### src/srtc_pkg.sv
// Shared constants for the single-wire real-time clock core.
// Assumes a 200 MHz core clock and a 32.768 kHz crystal clock on a pin.
package srtc_pkg;

  // Core clock
  localparam int unsigned CLK_MHZ = 200;

  // Identity code layout
  localparam int unsigned FAMILY_W  = 8;
  localparam int unsigned SERIAL_W  = 48;
  localparam int unsigned CHECK_W   = 8;
  localparam int unsigned ID_BITS   = 64;
  localparam int unsigned CHECK_POS = 56;

  // Check generator, x^8 + x^5 + x^4 + 1, reflected for lsb-first shifting
  localparam logic [7:0] CRC_POLY_REFL = 8'h8C;
  localparam logic [7:0] CRC_INIT      = 8'h00;

  // Identity-level commands
  localparam logic [7:0] CMD_ID_READOUT  = 8'h33;
  localparam logic [7:0] CMD_ADDR_SELECT = 8'h55;
  localparam logic [7:0] CMD_ENUMERATION = 8'hF0;
  localparam logic [7:0] CMD_BCAST_SEL   = 8'hCC;

  // Clock function commands
  localparam logic [7:0] CMD_TIME_FETCH = 8'h66;
  localparam logic [7:0] CMD_TIME_LOAD  = 8'h99;

  // clock_control_byte fields
  localparam int unsigned CTL_RUN_LO   = 2;
  localparam int unsigned CTL_RUN_HI   = 3;
  localparam int unsigned CTL_ISEL_LSB = 4;
  localparam int unsigned CTL_GATE     = 7;
  localparam logic        RST_RUN      = 1'b0;
  localparam logic [2:0]  RST_ISEL     = 3'h0;
  localparam logic        RST_GATE     = 1'b0;

  // Transfer lengths in bits
  localparam int unsigned BYTE_BITS  = 8;
  localparam int unsigned FRAME_BITS = 40;
  localparam int unsigned BITCNT_W   = 7;

  // Seconds counter and prescaler
  localparam int unsigned SEC_W      = 32;
  localparam int unsigned PRESC_W    = 15;
  localparam logic [14:0] PRESC_LAST = 15'h7FFF;

  // Interval select codes map to power-of-two exponents of seconds
  localparam logic [4:0] ISEL_EXP [8] = '{5'h00, 5'h02, 5'h05, 5'h06,
                                          5'h0B, 5'h0C, 5'h10, 5'h11};

  // Interrupt low pulse
  localparam int unsigned INT_PULSE_US = 100;
  localparam int unsigned INT_PULSE_CYC = INT_PULSE_US * CLK_MHZ;
  localparam int unsigned INT_CNT_W = 16;

  typedef enum logic [3:0] {
    SRTC_INIT, SRTC_IDLE, SRTC_ROM_CMD, SRTC_ID_READ, SRTC_ADDR_MATCH,
    SRTC_ENUM, SRTC_FN_CMD, SRTC_FETCH, SRTC_LOAD, SRTC_WAIT
  } srtc_state_t;

endpackage : srtc_pkg

### src/srtc_tk_if.sv
// Carrier between the bus core and the timekeeper.
// Assumes both ends share one clock.
`timescale 1ns/100ps
interface srtc_tk_if;
  logic                        osc_en;
  logic [2:0]                  isel;
  logic                        irq_en;
  logic                        snap_req;
  logic                        load_req;
  logic [srtc_pkg::SEC_W-1:0]  load_val;
  logic [srtc_pkg::SEC_W-1:0]  snapshot;
  logic [srtc_pkg::SEC_W-1:0]  count;

  modport core (output osc_en, isel, irq_en, snap_req, load_req, load_val,
                input snapshot, count);
  modport tk   (input osc_en, isel, irq_en, snap_req, load_req, load_val,
                output snapshot, count);
endinterface : srtc_tk_if

### src/srtc_crc8.sv
// Serial check-byte generator, one bit per shift.
// Assumes the caller feeds bits lsb first.
`timescale 1ns/100ps
module srtc_crc8 (
  input  wire logic       i_clk,
  input  wire logic       i_nrst,
  input  wire logic       i_clear,
  input  wire logic       i_shift,
  input  wire logic       i_bit,
  output logic [7:0]      o_crc
);
  logic fb;

  assign fb = o_crc[0] ^ i_bit;

  always_ff @(posedge i_clk or negedge i_nrst) begin
    if (!i_nrst) begin
      o_crc <= srtc_pkg::CRC_INIT;
    end else if (i_clear) begin
      o_crc <= srtc_pkg::CRC_INIT; // RULE3
    end else if (i_shift) begin
      o_crc <= (o_crc >> 1) ^ (fb ? srtc_pkg::CRC_POLY_REFL : 8'h00); // RULE2
    end
  end
endmodule : srtc_crc8

### src/srtc_timekeeper.sv
// Crystal prescaler, seconds counter, snapshot buffer and interrupt pulse.
// Assumes the crystal clock arrives unsynchronised on a pin.
`timescale 1ns/100ps
module srtc_timekeeper #(
  parameter int unsigned INT_PULSE_CYC = srtc_pkg::INT_PULSE_CYC
) (
  input  wire logic   i_clk,
  input  wire logic   i_nrst,
  input  wire logic   i_xtal,
  srtc_tk_if.tk       tk,
  output logic        o_int_low
);
  logic                                xs1, xs2, xs3;
  logic                                tick, sec;
  logic [srtc_pkg::PRESC_W-1:0]        presc;
  logic [srtc_pkg::SEC_W-1:0]          next_count, mask;
  logic [srtc_pkg::INT_CNT_W-1:0]      pulse_cnt;

  always_ff @(posedge i_clk or negedge i_nrst) begin
    if (!i_nrst) begin
      xs1 <= 1'b0;
      xs2 <= 1'b0;
      xs3 <= 1'b0;
    end else begin
      xs1 <= i_xtal;
      xs2 <= xs1;
      xs3 <= xs2;
    end
  end

  assign tick = xs2 & ~xs3 & tk.osc_en; // RULE8
  assign sec  = tick && (presc == srtc_pkg::PRESC_LAST);
  assign next_count = tk.count + 32'h0000_0001; // RULE18
  assign mask = (32'h0000_0001 << srtc_pkg::ISEL_EXP[tk.isel]) - 32'h0000_0001; // RULE14

  // One-second prescale of the crystal
  always_ff @(posedge i_clk or negedge i_nrst) begin
    if (!i_nrst) begin
      presc <= '0;
    end else if (tick) begin
      presc <= presc + 15'h0001; // RULE22
    end
  end

  always_ff @(posedge i_clk or negedge i_nrst) begin
    if (!i_nrst) begin
      tk.count <= '0;
    end else if (tk.load_req) begin
      tk.count <= tk.load_val; // RULE20
    end else if (sec) begin
      tk.count <= next_count; // RULE18
    end
  end

  always_ff @(posedge i_clk or negedge i_nrst) begin
    if (!i_nrst) begin
      tk.snapshot <= '0;
    end else if (tk.snap_req) begin
      tk.snapshot <= tk.count; // RULE9
    end
  end

  // Pulse restarts if a new interval lands inside a running pulse
  always_ff @(posedge i_clk or negedge i_nrst) begin
    if (!i_nrst) begin
      pulse_cnt <= '0;
      o_int_low <= 1'b0;
    end else if (sec && tk.irq_en && ((next_count & mask) == 32'h0000_0000)) begin
      pulse_cnt <= INT_PULSE_CYC[srtc_pkg::INT_CNT_W-1:0]; // RULE17 RULE21
      o_int_low <= 1'b1;
    end else if (pulse_cnt > 16'h0001) begin
      pulse_cnt <= pulse_cnt - 16'h0001;
    end else begin
      pulse_cnt <= '0;
      o_int_low <= 1'b0;
    end
  end
endmodule : srtc_timekeeper

### src/srtc_core.sv
// Top of the single-wire real-time clock core: identity and command layer.
// Assumes a slot layer on i_clk reports bus reset, slot start, sample, end.
//
// Summary of operation
// RULE1 - Fixed 64-bit identity: family byte, 48-bit serial, check byte.
// RULE2 - Check byte from shift register with x^8+x^5+x^4+1 feedback.
// RULE3 - Register cleared first; family shifted in lsb first.
// RULE4 - Serial follows family; register then holds the check byte.
// RULE5 - Shifting in check bits too must return register to zero.
// RULE6 - Every bus byte travels least significant bit first.
// RULE7 - Clock commands accepted only after an identity-level command succeeds.
// RULE8 - Seconds counter advances only while the crystal oscillator is on.
// RULE9 - Counter copied to a snapshot buffer; reads come from the buffer.
// RULE10 - Control byte reached only through the clock function commands.
// RULE11 - Control bits 0 and 1 read zero; writes to them ignored.
// RULE12 - Bits 2 and 3 both read one while oscillator runs, else zero.
// RULE13 - If written run bits differ, bit 3 sets the oscillator.
// RULE14 - Bits 6..4 pick interval 1,4,32,64,2048,4096,65536,131072 seconds.
// RULE15 - Interrupt pin is open drain, only pulled low.
// RULE16 - Data pin is open drain: pulled low or released.
// RULE17 - Interval pulses only while control bit 7 is one.
// RULE18 - Seconds counter is 32 bits, increments each second, wraps.
// RULE19 - Fetch snapshots after command, returns control then counter, repeating.
// RULE20 - Load: control byte at once; counter bytes take effect at reset.
// RULE21 - One fixed-length low pulse each time count hits interval multiple.
// RULE22 - One-second tick from crystal by a 15-bit prescaler.
`timescale 1ns/100ps
module srtc_core #(
  parameter logic [7:0]  FAMILY_CODE   = 8'h5A,             // Arbitrary value
  parameter logic [47:0] SERIAL_CODE   = 48'h0000_1234_5678, // Arbitrary value
  parameter int unsigned INT_PULSE_CYC = srtc_pkg::INT_PULSE_CYC
) (
  input  wire logic  i_clk,
  input  wire logic  i_nrst,
  input  wire logic  i_xtal,
  input  wire logic  i_bus_reset,
  input  wire logic  i_slot_start,
  input  wire logic  i_slot_sample,
  input  wire logic  i_slot_bit,
  input  wire logic  i_slot_end,
  output logic       o_dq_out,
  output logic       o_dq_oe_n,
  output logic       o_int_out,
  output logic       o_int_oe_n,
  output logic       o_id_ok
);
  srtc_tk_if tk ();

  srtc_pkg::srtc_state_t           state;
  logic [srtc_pkg::BITCNT_W-1:0]   bitcnt;
  logic [7:0]                      rx_byte;
  logic [7:0]                      next_byte;
  logic [7:0]                      check_byte;
  logic [7:0]                      crc;
  logic [srtc_pkg::ID_BITS-1:0]    id_code;
  logic [srtc_pkg::FRAME_BITS-1:0] fetch_frame;
  logic [7:0]                      ctrl_read;
  logic [1:0]                      enum_phase;
  logic                            run;
  logic [2:0]                      isel;
  logic                            gate;
  logic                            load_full;
  logic                            tx_bit;
  logic                            tx_state;
  logic                            drive_low;
  logic                            int_low;
  logic                            crc_shift;
  logic                            crc_bit;
  logic                            byte_done;
  logic                            id_done;
  logic [srtc_pkg::SEC_W-1:0]      load_buf;
  logic                            snap_req;
  logic                            load_req;

  assign id_code = {check_byte, SERIAL_CODE, FAMILY_CODE}; // RULE1
  assign ctrl_read = {gate, isel, run, run, 2'b00}; // RULE11 RULE12
  assign fetch_frame = {tk.snapshot, ctrl_read}; // RULE19
  assign next_byte = {i_slot_bit, rx_byte[7:1]}; // RULE6
  assign byte_done = i_slot_sample && (bitcnt == 7'(srtc_pkg::BYTE_BITS - 1));
  assign id_done = bitcnt == 7'(srtc_pkg::ID_BITS - 1);

  // Self-check of the identity at start-up: 56 bits give the check byte,
  // the last 8 must bring the register back to zero
  assign crc_shift = (state == srtc_pkg::SRTC_INIT);
  assign crc_bit = (bitcnt < 7'(srtc_pkg::CHECK_POS)) ? id_code[bitcnt[5:0]]
                   : (bitcnt == 7'(srtc_pkg::CHECK_POS)) ? crc[0] : check_byte[bitcnt[2:0]];

  srtc_crc8 u_crc (
    .i_clk   (i_clk),
    .i_nrst  (i_nrst),
    .i_clear (1'b0),
    .i_shift (crc_shift),
    .i_bit   (crc_bit),
    .o_crc   (crc)
  );

  always_ff @(posedge i_clk or negedge i_nrst) begin
    if (!i_nrst) begin
      check_byte <= 8'h00;
      o_id_ok    <= 1'b0;
    end else if (crc_shift) begin
      if (bitcnt == 7'(srtc_pkg::CHECK_POS)) begin
        check_byte <= crc; // RULE4
      end
      if (id_done) begin
        o_id_ok <= ((crc >> 1) ^ ((crc[0] ^ check_byte[7]) ? srtc_pkg::CRC_POLY_REFL
                   : 8'h00)) == 8'h00; // RULE5
      end
    end
  end

  // Bit to present in a read slot
  always_comb begin
    tx_state = 1'b0;
    tx_bit = 1'b1;
    unique case (state)
      srtc_pkg::SRTC_ID_READ: begin
        tx_state = 1'b1;
        tx_bit = id_code[bitcnt[5:0]]; // RULE6
      end
      srtc_pkg::SRTC_ENUM: begin
        tx_state = (enum_phase != 2'h2);
        tx_bit = id_code[bitcnt[5:0]] ^ enum_phase[0];
      end
      srtc_pkg::SRTC_FETCH: begin
        tx_state = 1'b1;
        tx_bit = fetch_frame[bitcnt[5:0]]; // RULE19
      end
      default: begin
        tx_state = 1'b0;
        tx_bit = 1'b1;
      end
    endcase
  end

  // Pull low for the whole slot on a zero, else leave released
  always_ff @(posedge i_clk or negedge i_nrst) begin
    if (!i_nrst) begin
      drive_low <= 1'b0;
    end else if (i_bus_reset || i_slot_end) begin
      drive_low <= 1'b0;
    end else if (i_slot_start && tx_state && !tx_bit) begin
      drive_low <= 1'b1; // RULE16
    end
  end

  assign o_dq_out   = 1'b0; // RULE16
  assign o_dq_oe_n  = ~drive_low;
  assign o_int_out  = 1'b0; // RULE15
  assign o_int_oe_n = ~int_low; // RULE15

  always_ff @(posedge i_clk or negedge i_nrst) begin
    if (!i_nrst) begin
      rx_byte <= 8'h00;
    end else if (i_slot_sample) begin
      rx_byte <= next_byte;
    end
  end

  // Command and transfer sequencing
  always_ff @(posedge i_clk or negedge i_nrst) begin
    if (!i_nrst) begin
      state      <= srtc_pkg::SRTC_INIT;
      bitcnt     <= '0;
      enum_phase <= 2'h0;
    end else if (state == srtc_pkg::SRTC_INIT) begin
      bitcnt <= id_done ? '0 : bitcnt + 7'h01; // RULE3
      if (id_done) begin
        state <= srtc_pkg::SRTC_IDLE;
      end
    end else if (i_bus_reset) begin
      state      <= srtc_pkg::SRTC_ROM_CMD;
      bitcnt     <= '0;
      enum_phase <= 2'h0;
    end else if (i_slot_sample) begin
      unique case (state)
        srtc_pkg::SRTC_ROM_CMD: begin
          bitcnt <= byte_done ? '0 : bitcnt + 7'h01;
          if (byte_done) begin
            unique case (next_byte)
              srtc_pkg::CMD_ID_READOUT:  state <= srtc_pkg::SRTC_ID_READ;
              srtc_pkg::CMD_ADDR_SELECT: state <= srtc_pkg::SRTC_ADDR_MATCH;
              srtc_pkg::CMD_ENUMERATION: state <= srtc_pkg::SRTC_ENUM;
              srtc_pkg::CMD_BCAST_SEL:   state <= srtc_pkg::SRTC_FN_CMD; // RULE7
              default:                   state <= srtc_pkg::SRTC_WAIT;
            endcase
          end
        end
        srtc_pkg::SRTC_ID_READ: begin
          bitcnt <= id_done ? '0 : bitcnt + 7'h01;
          if (id_done) begin
            state <= srtc_pkg::SRTC_FN_CMD; // RULE7
          end
        end
        srtc_pkg::SRTC_ADDR_MATCH: begin
          bitcnt <= id_done ? '0 : bitcnt + 7'h01;
          if (i_slot_bit != id_code[bitcnt[5:0]]) begin
            state <= srtc_pkg::SRTC_WAIT;
          end else if (id_done) begin
            state <= srtc_pkg::SRTC_FN_CMD; // RULE7
          end
        end
        srtc_pkg::SRTC_ENUM: begin
          if (enum_phase != 2'h2) begin
            enum_phase <= enum_phase + 2'h1;
          end else begin
            enum_phase <= 2'h0;
            bitcnt <= id_done ? '0 : bitcnt + 7'h01;
            if (i_slot_bit != id_code[bitcnt[5:0]]) begin
              state <= srtc_pkg::SRTC_WAIT;
            end else if (id_done) begin
              state <= srtc_pkg::SRTC_FN_CMD; // RULE7
            end
          end
        end
        srtc_pkg::SRTC_FN_CMD: begin
          bitcnt <= byte_done ? '0 : bitcnt + 7'h01;
          if (byte_done) begin
            unique case (next_byte)
              srtc_pkg::CMD_TIME_FETCH: state <= srtc_pkg::SRTC_FETCH; // RULE10
              srtc_pkg::CMD_TIME_LOAD:  state <= srtc_pkg::SRTC_LOAD; // RULE10
              default:                  state <= srtc_pkg::SRTC_WAIT;
            endcase
          end
        end
        srtc_pkg::SRTC_FETCH: begin
          bitcnt <= (bitcnt == 7'(srtc_pkg::FRAME_BITS - 1)) ? '0
                    : bitcnt + 7'h01; // RULE19
        end
        srtc_pkg::SRTC_LOAD: begin
          bitcnt <= bitcnt + 7'h01;
          if (bitcnt == 7'(srtc_pkg::FRAME_BITS - 1)) begin
            state <= srtc_pkg::SRTC_WAIT;
          end
        end
        default: begin
          state <= state;
        end
      endcase
    end
  end

  assign snap_req = i_slot_sample && byte_done && (state == srtc_pkg::SRTC_FN_CMD)
                    && (next_byte == srtc_pkg::CMD_TIME_FETCH); // RULE9 RULE19

  // Control byte, written only from a load transfer
  always_ff @(posedge i_clk or negedge i_nrst) begin
    if (!i_nrst) begin
      run  <= srtc_pkg::RST_RUN;
      isel <= srtc_pkg::RST_ISEL;
      gate <= srtc_pkg::RST_GATE;
    end else if (state == srtc_pkg::SRTC_LOAD && byte_done && bitcnt[6:3] == 4'h0) begin
      run  <= next_byte[srtc_pkg::CTL_RUN_HI]; // RULE13 RULE20
      isel <= next_byte[srtc_pkg::CTL_ISEL_LSB +: 3]; // RULE14
      gate <= next_byte[srtc_pkg::CTL_GATE]; // RULE17
    end
  end

  // Counter bytes wait in a buffer until the next bus reset
  always_ff @(posedge i_clk or negedge i_nrst) begin
    if (!i_nrst) begin
      load_buf  <= '0;
      load_full <= 1'b0;
    end else if (i_bus_reset) begin
      load_full <= 1'b0;
    end else if (state == srtc_pkg::SRTC_LOAD && i_slot_sample
                 && bitcnt >= 7'(srtc_pkg::BYTE_BITS)) begin
      load_buf  <= {i_slot_bit, load_buf[srtc_pkg::SEC_W-1:1]}; // RULE6
      load_full <= (bitcnt == 7'(srtc_pkg::FRAME_BITS - 1));
    end
  end

  assign load_req = i_bus_reset && load_full; // RULE20

  assign tk.osc_en   = run;
  assign tk.isel     = isel;
  assign tk.irq_en   = gate;
  assign tk.snap_req = snap_req;
  assign tk.load_req = load_req;
  assign tk.load_val = load_buf;

  srtc_timekeeper #(
    .INT_PULSE_CYC (INT_PULSE_CYC)
  ) u_tk (
    .i_clk     (i_clk),
    .i_nrst    (i_nrst),
    .i_xtal    (i_xtal),
    .tk        (tk.tk),
    .o_int_low (int_low)
  );
endmodule : srtc_core

### config.mk
export PLATFORM = sky130hd
export DESIGN_NAME = srtc_core
export DESIGN_NICKNAME = d
export VERILOG_FILES = /design/src/srtc_pkg.sv /design/src/srtc_tk_if.sv /design/src/srtc_crc8.sv /design/src/srtc_timekeeper.sv /design/src/srtc_core.sv
export SDC_FILE = /design/constraint.sdc
export NUM_CORES = 1
export LEC_CHECK = 0
export BUFFER_PORTS_ARGS = -buffer_cell sky130_fd_sc_hd__buf_4
export CAP_MARGIN = 10
export CORE_MARGIN = 8
export CORE_UTILIZATION = 37
export DETAILED_ROUTE_END_ITERATION = 10
export HOLD_SLACK_MARGIN = 0.15
export PLACE_DENSITY_LB_ADDON = 0.08
export SETUP_SLACK_MARGIN = 0.15
export SYNTH_ARGS = -nofsm -noshare
export SYNTH_HDL_FRONTEND = slang
export SYNTH_SLANG_ARGS = --single-unit
### constraint.sdc
create_clock -name i_clk -period 4.6 [get_ports i_clk]
set_input_delay 1.38 -clock i_clk [delete_from_list [all_inputs] [get_ports i_clk]]
set_output_delay 1.38 -clock i_clk [all_outputs]
set_load 0.01 [all_outputs]
==> results.ini, run 1 <==
[synth]
ys_ff_latch=175
synth-main-ff-cell=dfrtp_1
ys_async_sr_fraction_pct=100
yosysWarningCount=0
ys_types=64
synthesis.area_um2=9630
syn_avg_cell_area_um2=10.1
synth_edf_count=0
synth_seq_area_share_pct=45.5
synthCells=953

[final_layout]
final_cell_area_um2=10500
mostFrequentLayoutCell=dfrtp_1
diodes=0
fin_util_pct=40.7
area_growth_pct=9.32
final_cells=1278
fillers=2576
nets=955
final_cell_mix=dfrtp_1, nand2_1, mux2_2, nor2_1, o21ai_0
drive_gt1_share_pct=17.4

[timing]
setup_viol=0
max_slew.worst_pin.slew_ps=1070
hold_violations=0
fin_crit_ps=3840
final_max_slew_viol_count=0
slew-limit-headroom_pct=28.9
rsz0062_at_grt=no
finalSetupTns_ps=0
fmax_ghz=0.260
worst_clock_skew_ps=14.9
fin_ws_ps=761
hold-worst-slack_ps=361
fin_crit_sh_pct=83.5

[place]
port_buffers=10
place_area_um2=9980
dpl.hpwl_mm=15.0
pre_cts_ws_ps=738
gp_routability_congestion=0.846
dp_cells=1248

[routing]
drtPass1Iterations=4
ant_nets=0
avgViaCountPerCell=5.29
routed_wl_mm=21.8
drc=0
drtIter0Drc=414
wl_per_cell_um=17.1
num_vias=6765

[power_and_ir_drop]
p_leak_nw=4.56
power.density_nw_per_um2=384
finalPower_mw=4.04
vdd_drop_max_mv=0.232

[clocking]
cts_sinks=175
ctsResizeCount=0
cts.clk_slew.worst_paths_ps=70
cts_buffers=17
root_buffer=clkbuf_16
cts_tree=yes
h-tree-depth=4
cts_setup_buffers=0
insertion_delay_ps=420
cts_buffer_depth=2
cts_hold_buf=0

[critical_path]
crit_top_cell=ha_1
crit_family=compound AO/OA/AOI/OAI gates
cp-start-kind=register
slowest_stage=o2111a_2
critPathRequiredTime_ps=4940
worst-path-buf-inv=1
critical_path_class=register to register
crit_chain=inv_1, ha_1, or4_1, ha_1, a21oi_1, o31ai_1, a221o_1, a2111o_1, a2111oi_0, o2111a_2, o21bai_1
cp_max_fo=17
worstPathArrival_ps=4180
critPathCaptureType=register
critPathMaxStageDelay_ps=580

[flow_run]
drv_cap=0

[outcome]
run_status=finished clean

[global_route]
grt_pass1_wl_mm=37.6
grt-ovfl-total=0
track_usage_pct=14.8
grt_max_degree=92
grt_antenna_before_repair=0
grt_pass1_vias=6798

[floorplan]
die_x_um=177
dieArea_um2=31400
start_util_pct=37.3
fp.dieH_um=177
pin_count=13
rows=59
coreArea_um2=25800

[min_path]
hold_path.class=register to register

[registers in the layout, indices dropped and copies added, names as in the netlist, 3 cells and up]
name	flops
load_buf	32
u_tk.tk.count	32
u_tk.tk.snapshot	32
u_tk.pulse_cnt	16
u_tk.presc	15
check_byte	8
u_crc.o_crc	8
bitcnt	7
rx_byte	7
state	4
isel	3
[where the power goes]
group / total (mW) / switching (mW) / internal, mW
Clock: 1.38 / 0.637 / 0.747
Sequential: 1.84 / 0.218 / 1.62
Combinational: 0.816 / 0.459 / 0.357
[path summary, 6_finish.rpt]
check | from | endpoint | slack, ps | depth (start not counted)
max in group asynchronous | i_nrst | u_tk.tk.count[21]$_DFFE_PN0P_ | 2850 | 2
setup / recovery | isel[0]$_DFFE_PN0P_ | u_tk.o_int_low$_DFFE_PN0P_ | 760 | 11
hold reg to reg | u_tk.xs1$_DFF_PN0_ | u_tk.xs2$_DFF_PN0_ | 360 | 0
setup reg to reg | isel[0]$_DFFE_PN0P_ | u_tk.o_int_low$_DFFE_PN0P_ | 760 | 11
hold / removal | u_tk.xs1$_DFF_PN0_ | u_tk.xs2$_DFF_PN0_ | 360 | 0
min in group asynchronous | i_nrst | u_tk.presc[0]$_DFFE_PN0P_ | 960 | 1
[cell type report]
type / count / area, µm² / area share, %
clock inverters: 11 / 109 / 1.03
flip-flops and latches: 175 / 4380 / 41.6
inverters: 23 / 86.3 / 0.820
multi-input cells: 696 / 4920 / 46.8
repair buffers: 19 / 174 / 1.65
well taps: 335 / 419 / 3.98
clock buffers: 19 / 433 / 4.11
[cell usage after synthesis, types with 3 or more instances]
library cell	instances	area (µm²)
nor2_1	64	240
and4_1	6	52.6
o21bai_1	7	52.6
or4_1	7	52.6
a211oi_1	8	60.1
buf_2	6	30.0
nor3_1	28	140
nor3b_1	3	22.5
a311oi_1	6	52.6
mux2i_1	8	80.1
mux2_2	86	968
inv_1	23	86.3
mux4_2	12	270
dfrtp_1	175	4380
nor3_2	10	100
and2_1	3	18.8
nand2_1	120	450
buf_1	5	18.8
a31oi_1	6	37.5
clkbuf_1	46	173
o21ai_0	60	300
and3_1	7	43.8
a21oi_1	26	130
nor4_1	8	50.1
xnor2_1	48	420
xor2_1	39	342
ha_1	15	188
o22ai_1	4	25.0
nand4_1	13	81.3
nand3_1	34	170
o211ai_1	3	22.5
nand2b_1	7	43.8
o31ai_1	6	45.0
nor2b_1	4	25.0
nor4bb_1	8	80.1
[worst reg2reg max path, cell delays in order, from the launching register on]
cell and delay (ps):
dfrtp_1 440, inv_1 180, ha_1 270, or4_1 540, ha_1 300, a21oi_1 170, o31ai_1 80, a221o_1 330
a2111o_1 370, a2111oi_0 320, o2111a_2 580, o21bai_1 190
[routing by layer]
metal	share of wire, %	global-route usage (%)	wire length [µm]	up-vias
li1	-	-	-	3333
met1	49	20.5	10800	3352
met2	47	23.6	10300	65
met3	2.5	2.72	538	15
met4	1.2	3.58	269	0
met5	0	0	0	-
[cell families (layout without fill, tap and decap cells)]
kind of cell / after synthesis / in the layout / share of synthesized area [%]
compound gates: 153 / 153 / 10.1
xor+xnor: 87 / 87 / 7.92
fa+ha+maj: 15 / 15 / 1.95
buf+inv: 83 / 72 / 3.47
flops: 175 / 175 / 45.5
mux: 106 / 106 / 13.7
other cells: 1 / 2 / 0.0390
simple gates: 333 / 333 / 17.3
Note: power is estimated with default switching activity, not from simulation.
==> run 2: changes to the inputs <==
ABC_AREA = 1   (was unset)
clock period = 3.2 ns   (was 4.6 ns; I/O delays follow)
==> results.ini, run 2 <==
[clocking]
cts_hold_buf=0  ; unchanged
cts_sinks=175  ; unchanged
cts_buffers=17  ; unchanged
cts.clk_slew.worst_paths_ps=70  ; about the same
cts_setup_buffers=0  ; unchanged
cts_buffer_depth=2  ; unchanged
h-tree-depth=4  ; unchanged
cts_tree=yes  ; unchanged
root_buffer=clkbuf_16  ; unchanged
insertion_delay_ps=440  ; was 420 ps

[routing]
drtPass1Iterations=5  ; was 4
num_vias=8363  ; was 6765
drtIter0Drc=576  ; was 414
routed_wl_mm=26.5  ; was 21.8 mm
wl_per_cell_um=16.0  ; was 17.1 µm
ant_nets=0  ; unchanged
drc=0  ; unchanged
avgViaCountPerCell=5.06  ; was 5.29

[min_path]
hold_path.class=register to register  ; unchanged

[timing]
fin_crit_ps=2780  ; was 3840 ps
hold-worst-slack_ps=358  ; was 361 ps
rsz0062_at_grt=no  ; unchanged
worst_clock_skew_ps=10.4  ; was 14.9 ps
fmax_ghz=0.359  ; was 0.260 GHz
setup_viol=0  ; unchanged
fin_crit_sh_pct=87.0  ; was 83.5%
hold_violations=0  ; unchanged
finalSetupTns_ps=0  ; unchanged
fin_ws_ps=415  ; was 761 ps
slew-limit-headroom_pct=30.7  ; was 28.9%
final_max_slew_viol_count=0  ; unchanged
max_slew.worst_pin.slew_ps=1030  ; was 1070 ps

[power_and_ir_drop]
vdd_drop_max_mv=0.355  ; was 0.232 mV
p_leak_nw=5.29  ; was 4.56 nW
power.density_nw_per_um2=561  ; was 384 nW/µm²

[final_layout]
area_growth_pct=11.0  ; was 9.32%
final_cell_mix=nand2_1, dfrtp_1, inv_1, o21ai_0, nor2_1  ; was dfrtp_1, nand2_1, mux2_2, nor2_1, o21ai_0
mostFrequentLayoutCell=nand2_1  ; was dfrtp_1
drive_gt1_share_pct=9.84  ; was 17.4%
fillers=2744  ; was 2576
nets=1323  ; was 955
reg_top3=load_buf (32), u_tk.tk.count (32), u_tk.tk.snapshot (32)  ; unchanged
diodes=0  ; unchanged

[critical_path]
critical_path_class=register to register  ; unchanged
critPathMaxStageDelay_ps=430  ; was 580 ps
critPathCaptureType=register  ; unchanged
reg2reg_slack_ps=420  ; was 760 ps
cp_max_fo=11  ; was 17
worst-path-buf-inv=2  ; was 1
worstPathArrival_ps=3100  ; was 4180 ps
cp-start-kind=register  ; unchanged
crit_chain=inv_2, ha_1, inv_1, nand2_1, nand2_2, nor2_8, nand2_1, ha_1, o21ai_0, nor2_1, nand3_1, nor3_2, nand3_1, nor2_2, nand2_4, nand2_8, nor2_2  ; was inv_1, ha_1, or4_1, ha_1, a21oi_1, o31ai_1, a221o_1, a2111o_1, a2111oi_0, o2111a_2, o21bai_1
slowest_stage=dfrtp_2  ; was o2111a_2
critPathRequiredTime_ps=3520  ; was 4940 ps
crit_family=simple AND/OR/NAND/NOR gates  ; was compound AO/OA/AOI/OAI gates

[synth]
ys_types=46  ; was 64
synth_compound_area_share_pct=12.7  ; was 10.1%
synth-main-ff-cell=dfrtp_1  ; unchanged
synthesis.area_um2=9930  ; was 9630 µm²
syn_avg_cell_area_um2=7.70  ; was 10.1 µm²
synthTopCellsByArea=dfrtp_1, nand2_1, o21ai_0  ; was dfrtp_1, mux2_2, nand2_1
synth_top_family_by_area=simple AND/OR/NAND/NOR gates  ; unchanged
yosysWarningCount=0  ; unchanged
synth-simple-area-share_pct=29.3  ; was 17.3%
synth_xor_area_share_pct=4.06  ; was 7.92%
ys_async_sr_fraction_pct=100  ; unchanged
ys_ff_latch=175  ; unchanged
synth_seq_area_share_pct=44.1  ; was 45.5%
synth_common_cells=nand2_1, dfrtp_1, inv_1  ; was dfrtp_1, nand2_1, mux2_2
yosys.area_share.adder_pct=1.89  ; was 1.95%
synth.top_cell.area_share_pct=44.1  ; was 45.5%
yosysTopAreaCell=dfrtp_1  ; unchanged
synthCells=1289  ; was 953
synthMuxAreaShare_pct=0.113  ; was 13.7%
synth_edf_count=0  ; unchanged
yosys.cell_count.top_type=nand2_1  ; was dfrtp_1

[place]
port_buffers=10  ; unchanged
gp_routability_congestion=0.885  ; was 0.846
dpl.hpwl_mm=19.5  ; was 15.0 mm
pre_cts_ws_ps=204  ; was 738 ps

[outcome]
run_status=finished clean  ; unchanged

[floorplan]
rows=60  ; was 59
start_util_pct=37.2  ; was 37.3%
dieArea_um2=32300  ; was 31400 µm²
die_x_um=180  ; was 177 µm
coreArea_um2=26700  ; was 25800 µm²
pin_count=13  ; unchanged
fp.dieH_um=180  ; was 177 µm

[global_route]
grt_pass1_wl_mm=44.6  ; was 37.6 mm
grt_pass1_vias=8374  ; was 6798
grt_antenna_before_repair=1  ; was 0
grt-ovfl-total=0  ; unchanged
track_usage_pct=16.8  ; was 14.8%
grt_max_degree=65  ; was 92

[flow_run]
drv_cap=0  ; unchanged

-- run 2: cell types whose count changed in the layout (fill, tap and decap cells not counted), moves of 11 or more --
cell	before	now
nand2_1	120	304
mux4_2	12	0
nand4_1	13	28
mux2_2	86	1
inv_1	23	147
o211ai_1	3	14
nor2_1	62	125
o221ai_1	2	25
nand3_1	34	92
buf_4	16	27
o21ai_0	60	130
nand2_2	0	15
nor2_2	2	15
xnor2_1	48	13
-- run 2: per-stage QoR --
step	instances	area (µm²)	total power, mW	util (%)
2_1_floorplan	1290	9930	3.63	-
3_3_place_gp	1622	10400	4.13	39.2
3_5_place_dp	1622	10400	4.13	39.2
4_1_cts	1652	11000	6.26	41.3
5_1_grt	1652	11000	6.59	41.4
6_report	1652	11000	6.19	41.4
-- run 2: report_power, final --
part	internal, mW	switching [mW]
Combinational	0.497	1.04
Clock	1.15	0.948
Sequential	2.37	0.179
Total	4.02	2.17
-- run 2: path summary, 6_finish.rpt --
check | end | cells past startpoint | startpoint
worst max-delay path | u_tk.pulse_cnt[1]$_DFF_PN0_ | 17 | isel[0]$_DFFE_PN0P_
worst min-delay path | u_tk.xs2$_DFF_PN0_ | 0 | u_tk.xs1$_DFF_PN0_
worst max register to register | u_tk.pulse_cnt[1]$_DFF_PN0_ | 17 | isel[0]$_DFFE_PN0P_
worst min register to register | u_tk.xs2$_DFF_PN0_ | 0 | u_tk.xs1$_DFF_PN0_
max in group asynchronous | u_tk.tk.count[27]$_DFFE_PN0P_ | 2 | i_nrst
min in group asynchronous | state[0]$_DFFE_PN0P_ | 1 | i_nrst
-- run 2: area by class of cell --
cell class / count / area (µm²) / area share [%]
Tap cell: 341 / 427 / 3.87
Sequential cell: 175 / 4380 / 39.7
Multi-Input combinational cell: 922 / 4800 / 43.5
Clock inverter: 12 / 138 / 1.25
Inverter: 153 / 574 / 5.21
Timing Repair Buffer: 31 / 277 / 2.51
Clock buffer: 18 / 429 / 3.89
-- run 2: logic make-up (layout without fill, tap and decap cells) --
group / Yosys count / in the layout
adders and majority gates: 15 / 15
muxes: 1 / 1
and+or+nand+nor: 640 / 640
AOI/OAI and AO/OA: 218 / 218
other: 1 / 2
DFF: 175 / 175
buffers and inverters: 193 / 214
xor gates and xnor gates: 46 / 46
-- run 2: per-layer routing --
metal	vias up	share of wire [%]	GRT usage, %
met2	106	45	27.0
met3	31	2.7	2.60
li1	4248	-	-
met4	2	1.8	5.20
met5	-	0.049	0
met1	3976	50	23.0
-- run 2: timing repair --
action | 4_1_cts | 5_1_grt
hold endpoints to repair | 0 | 0
gates resized for setup | 0 | 3
endpoints found under the setup margin | 0 | 11
==> run 3: changes to the inputs <==
SYNTH_HIERARCHICAL = 1   (was unset)
==> results.ini, run 3 <==
[timing]
worst_clock_skew_ps=14.4  ; was 10.4 ps
setup_viol=0  ; unchanged
slew-limit-headroom_pct=28.3  ; was 30.7%
fin_crit_ps=2760  ; was 2780 ps
rsz0062_at_grt=no  ; unchanged
max_slew.worst_pin.slew_ps=1070  ; was 1030 ps
final_max_slew_viol_count=0  ; unchanged
fin_crit_sh_pct=86.1  ; was 87.0%
fmax_ghz=0.363  ; was 0.359 GHz
fin_ws_ps=444  ; was 415 ps
finalSetupTns_ps=0  ; unchanged
hold_violations=0  ; unchanged

[place]
dpl.hpwl_mm=20.5  ; was 19.5 mm
dp_cells=1678  ; was 1622
gp_routability_congestion=0.947  ; was 0.885
pre_cts_ws_ps=338  ; was 204 ps
port_buffers=10  ; unchanged

[floorplan]
dieArea_um2=32900  ; was 32300 µm²
pin_count=13  ; unchanged
fp.dieH_um=181  ; was 180 µm
rows=60  ; unchanged
die_x_um=181  ; was 180 µm
coreArea_um2=26900  ; was 26700 µm²
start_util_pct=37.7  ; was 37.2%

[clocking]
cts_buffer_depth=2  ; unchanged
cts.clk_slew.worst_paths_ps=70  ; about the same
insertion_delay_ps=440  ; about the same
root_buffer=clkbuf_16  ; unchanged
cts_tree=yes  ; unchanged
h-tree-depth=4  ; unchanged
cts_sinks=175  ; unchanged
cts_buffers=17  ; unchanged

[global_route]
track_usage_pct=17.2  ; was 16.8%
grt_pass1_vias=8503  ; was 8374
grt_pass1_wl_mm=45.4  ; was 44.6 mm
grt_antenna_before_repair=0  ; was 1
grt_max_degree=64  ; was 65
grt-ovfl-total=0  ; unchanged

[critical_path]
critical_path_class=register to register  ; unchanged
worst-path-buf-inv=2  ; unchanged
reg2regPathDepth=17  ; unchanged
critPathRequiredTime_ps=3520  ; about the same
reg2reg_slack_ps=440  ; was 420 ps
slowest_stage=dfrtp_1  ; was dfrtp_2
worst-path-stages=17  ; unchanged
cp_max_fo=11  ; unchanged
crit_chain=buf_4, ha_1, o21ai_2, nand2_2, inv_1, nand2_1, ha_1, o21a_1, nand2_1, nor2_1, nand3_1, nor2_1, nand3_1, nor2_2, nand2_4, nand2_8, nor2_1  ; was inv_2, ha_1, inv_1, nand2_1, nand2_2, nor2_8, nand2_1, ha_1, o21ai_0, nor2_1, nand3_1, nor3_2, nand3_1, nor2_2, nand2_4, nand2_8, nor2_2
crit_top_cell=nor2_1
cp-start-kind=register  ; unchanged
crit_family=simple AND/OR/NAND/NOR gates  ; unchanged
worstPathArrival_ps=3080  ; was 3100 ps
critPathMaxStageDelay_ps=400  ; was 430 ps
critPathCaptureType=register  ; unchanged

[routing]
drtPass1Iterations=5  ; unchanged
routed_wl_mm=27.1  ; was 26.5 mm
drtIter0Drc=655  ; was 576
drc=0  ; unchanged
num_vias=8562  ; was 8363
avgViaCountPerCell=5.01  ; was 5.06
wl_per_cell_um=15.9  ; was 16.0 µm
ant_nets=0  ; unchanged

[synth]
synth.top_cell.area_share_pct=43.3  ; was 44.1%
synthesis.area_um2=10100  ; was 9930 µm²
synthTopCellsByArea=dfrtp_1, nand2_1, nor2_1  ; was dfrtp_1, nand2_1, o21ai_0
yosysWarningCount=6  ; was 0
synth-main-ff-cell=dfrtp_1  ; unchanged
ys_types=52  ; was 46
ys_async_sr_fraction_pct=100  ; unchanged
synth_common_cells=nand2_1, dfrtp_1, nor2_1  ; was nand2_1, dfrtp_1, inv_1
synth_edf_count=0  ; unchanged
syn_avg_cell_area_um2=7.56  ; was 7.70 µm²
ys_ff_latch=175  ; unchanged
synthCells=1339  ; was 1289
yosysTopAreaCell=dfrtp_1  ; unchanged
yosys.cell_count.top_type=nand2_1  ; unchanged
synth_seq_area_share_pct=43.3  ; was 44.1%

[final_layout]
final_cell_mix=nand2_1, dfrtp_1, nor2_1, inv_1, nand3_1  ; was nand2_1, dfrtp_1, inv_1, o21ai_0, nor2_1
mostFrequentLayoutCell=nand2_1  ; unchanged
diodes=0  ; unchanged
final_cells=1709  ; was 1652
area_growth_pct=11.0  ; about the same
nets=1381  ; was 1323
fillers=2824  ; was 2744
drive_gt1_share_pct=11.1  ; was 9.84%
reg_top3=load_buf (32), u_tk/tk.count (32), u_tk/tk.snapshot (32)  ; was load_buf (32), u_tk.tk.count (32), u_tk.tk.snapshot (32)

[outcome]
run_status=finished clean  ; unchanged

[flow_run]
drv_cap=0  ; unchanged

[power_and_ir_drop]
vdd_drop_max_mv=0.322  ; was 0.355 mV
power.density_nw_per_um2=520  ; was 561 nW/µm²
p_leak_nw=5.59  ; was 5.29 nW

[min_path]
hold_path.class=register to register  ; unchanged
holdPathStages=0  ; unchanged

==> run 3: cell types whose count changed after synthesis, sizes merged, moves of 5 or more <==
cell / previous run / this run
o21ai: 132 / 78
nor2: 149 / 194
a21oi: 34 / 67
nand2: 325 / 345
o221ai: 25 / 8
inv: 151 / 165
clkbuf: 29 / 20
nand3: 100 / 92
mux2: 1 / 8
nand4: 28 / 21
o211ai: 14 / 21
buf: 11 / 17
xnor2: 13 / 18
==> run 3: worst paths after layout <==
kind	start	to
min in group asynchronous	i_nrst	u_tk/tk.count[16]$_DFFE_PN0P_
min reg2reg	u_tk/xs1$_DFF_PN0_	u_tk/xs2$_DFF_PN0_
min	u_tk/xs1$_DFF_PN0_	u_tk/xs2$_DFF_PN0_
max	isel[1]$_DFFE_PN0P_	u_tk/pulse_cnt[15]$_DFF_PN0_
max in group asynchronous	i_nrst	u_tk/presc[7]$_DFFE_PN0P_
max reg2reg	isel[1]$_DFFE_PN0P_	u_tk/pulse_cnt[15]$_DFF_PN0_
==> run 3: report_power, final <==
group	internal (mW)	switching [mW]	total [mW]	leakage, nW
sequential	2.33	0.125	2.45	2.22
clock	1.09	0.918	2.01	0.261
combinational	0.442	0.946	1.39	3.11
total	3.86	1.99	5.85	5.59
==> run 3: cell type report <==
cell class	instances	area [µm²]	area share [%]
Sequential cell	175	4380	39.0
Inverter	166	624	5.55
Clock inverter	12	114	1.01
Multi-Input combinational cell	964	4960	44.2
Timing Repair Buffer	33	292	2.59
Tap cell	341	427	3.80
Clock buffer	18	439	3.91
==> run 3: stage by stage <==
| step | power (mW) | hold slack [ps] | utilization [%] | area [µm²] |
|---|---|---|---|---|
| after floorplan | 3.45 | 331 | - | 10100 |
| after global placement | 3.89 | 336 | 39.7 | 10700 |
| after detailed placement | 3.89 | 345 | 39.7 | 10700 |
| after CTS | 5.94 | 351 | 41.8 | 11200 |
| after global routing | 6.23 | 355 | 41.8 | 11200 |
| final | 5.85 | 349 | 41.8 | 11200 |
==> run 3: cells by family after synthesis <==
| kind of cell | synth area share, % |
|---|---|
| xor+xnor | 4.15 |
| other cells | 0.0370 |
| mux | 0.890 |
| buf+inv | 8.03 |
| fa+ha+maj | 1.98 |
| simple gates | 30.8 |
| flops | 43.3 |
| compound gates | 10.8 |
==> run 3: routing by layer <==
metal | up-vias | global-route usage, % | routed length [µm] | part of all wire, %
met5 | - | 0 | 0 | 0
met4 | 0 | 5.05 | 426 | 1.6
met3 | 29 | 2.87 | 1110 | 4.1
met2 | 148 | 26.8 | 12100 | 45
met1 | 4042 | 24.1 | 13500 | 50
li1 | 4343 | - | - | -
==> run 3: what timing repair did <==
action	4_1_cts	5_1_grt
gates resized for setup	0	2
buffers inserted	0	1
hold buffers	0	0
endpoints found under the setup margin	0	11
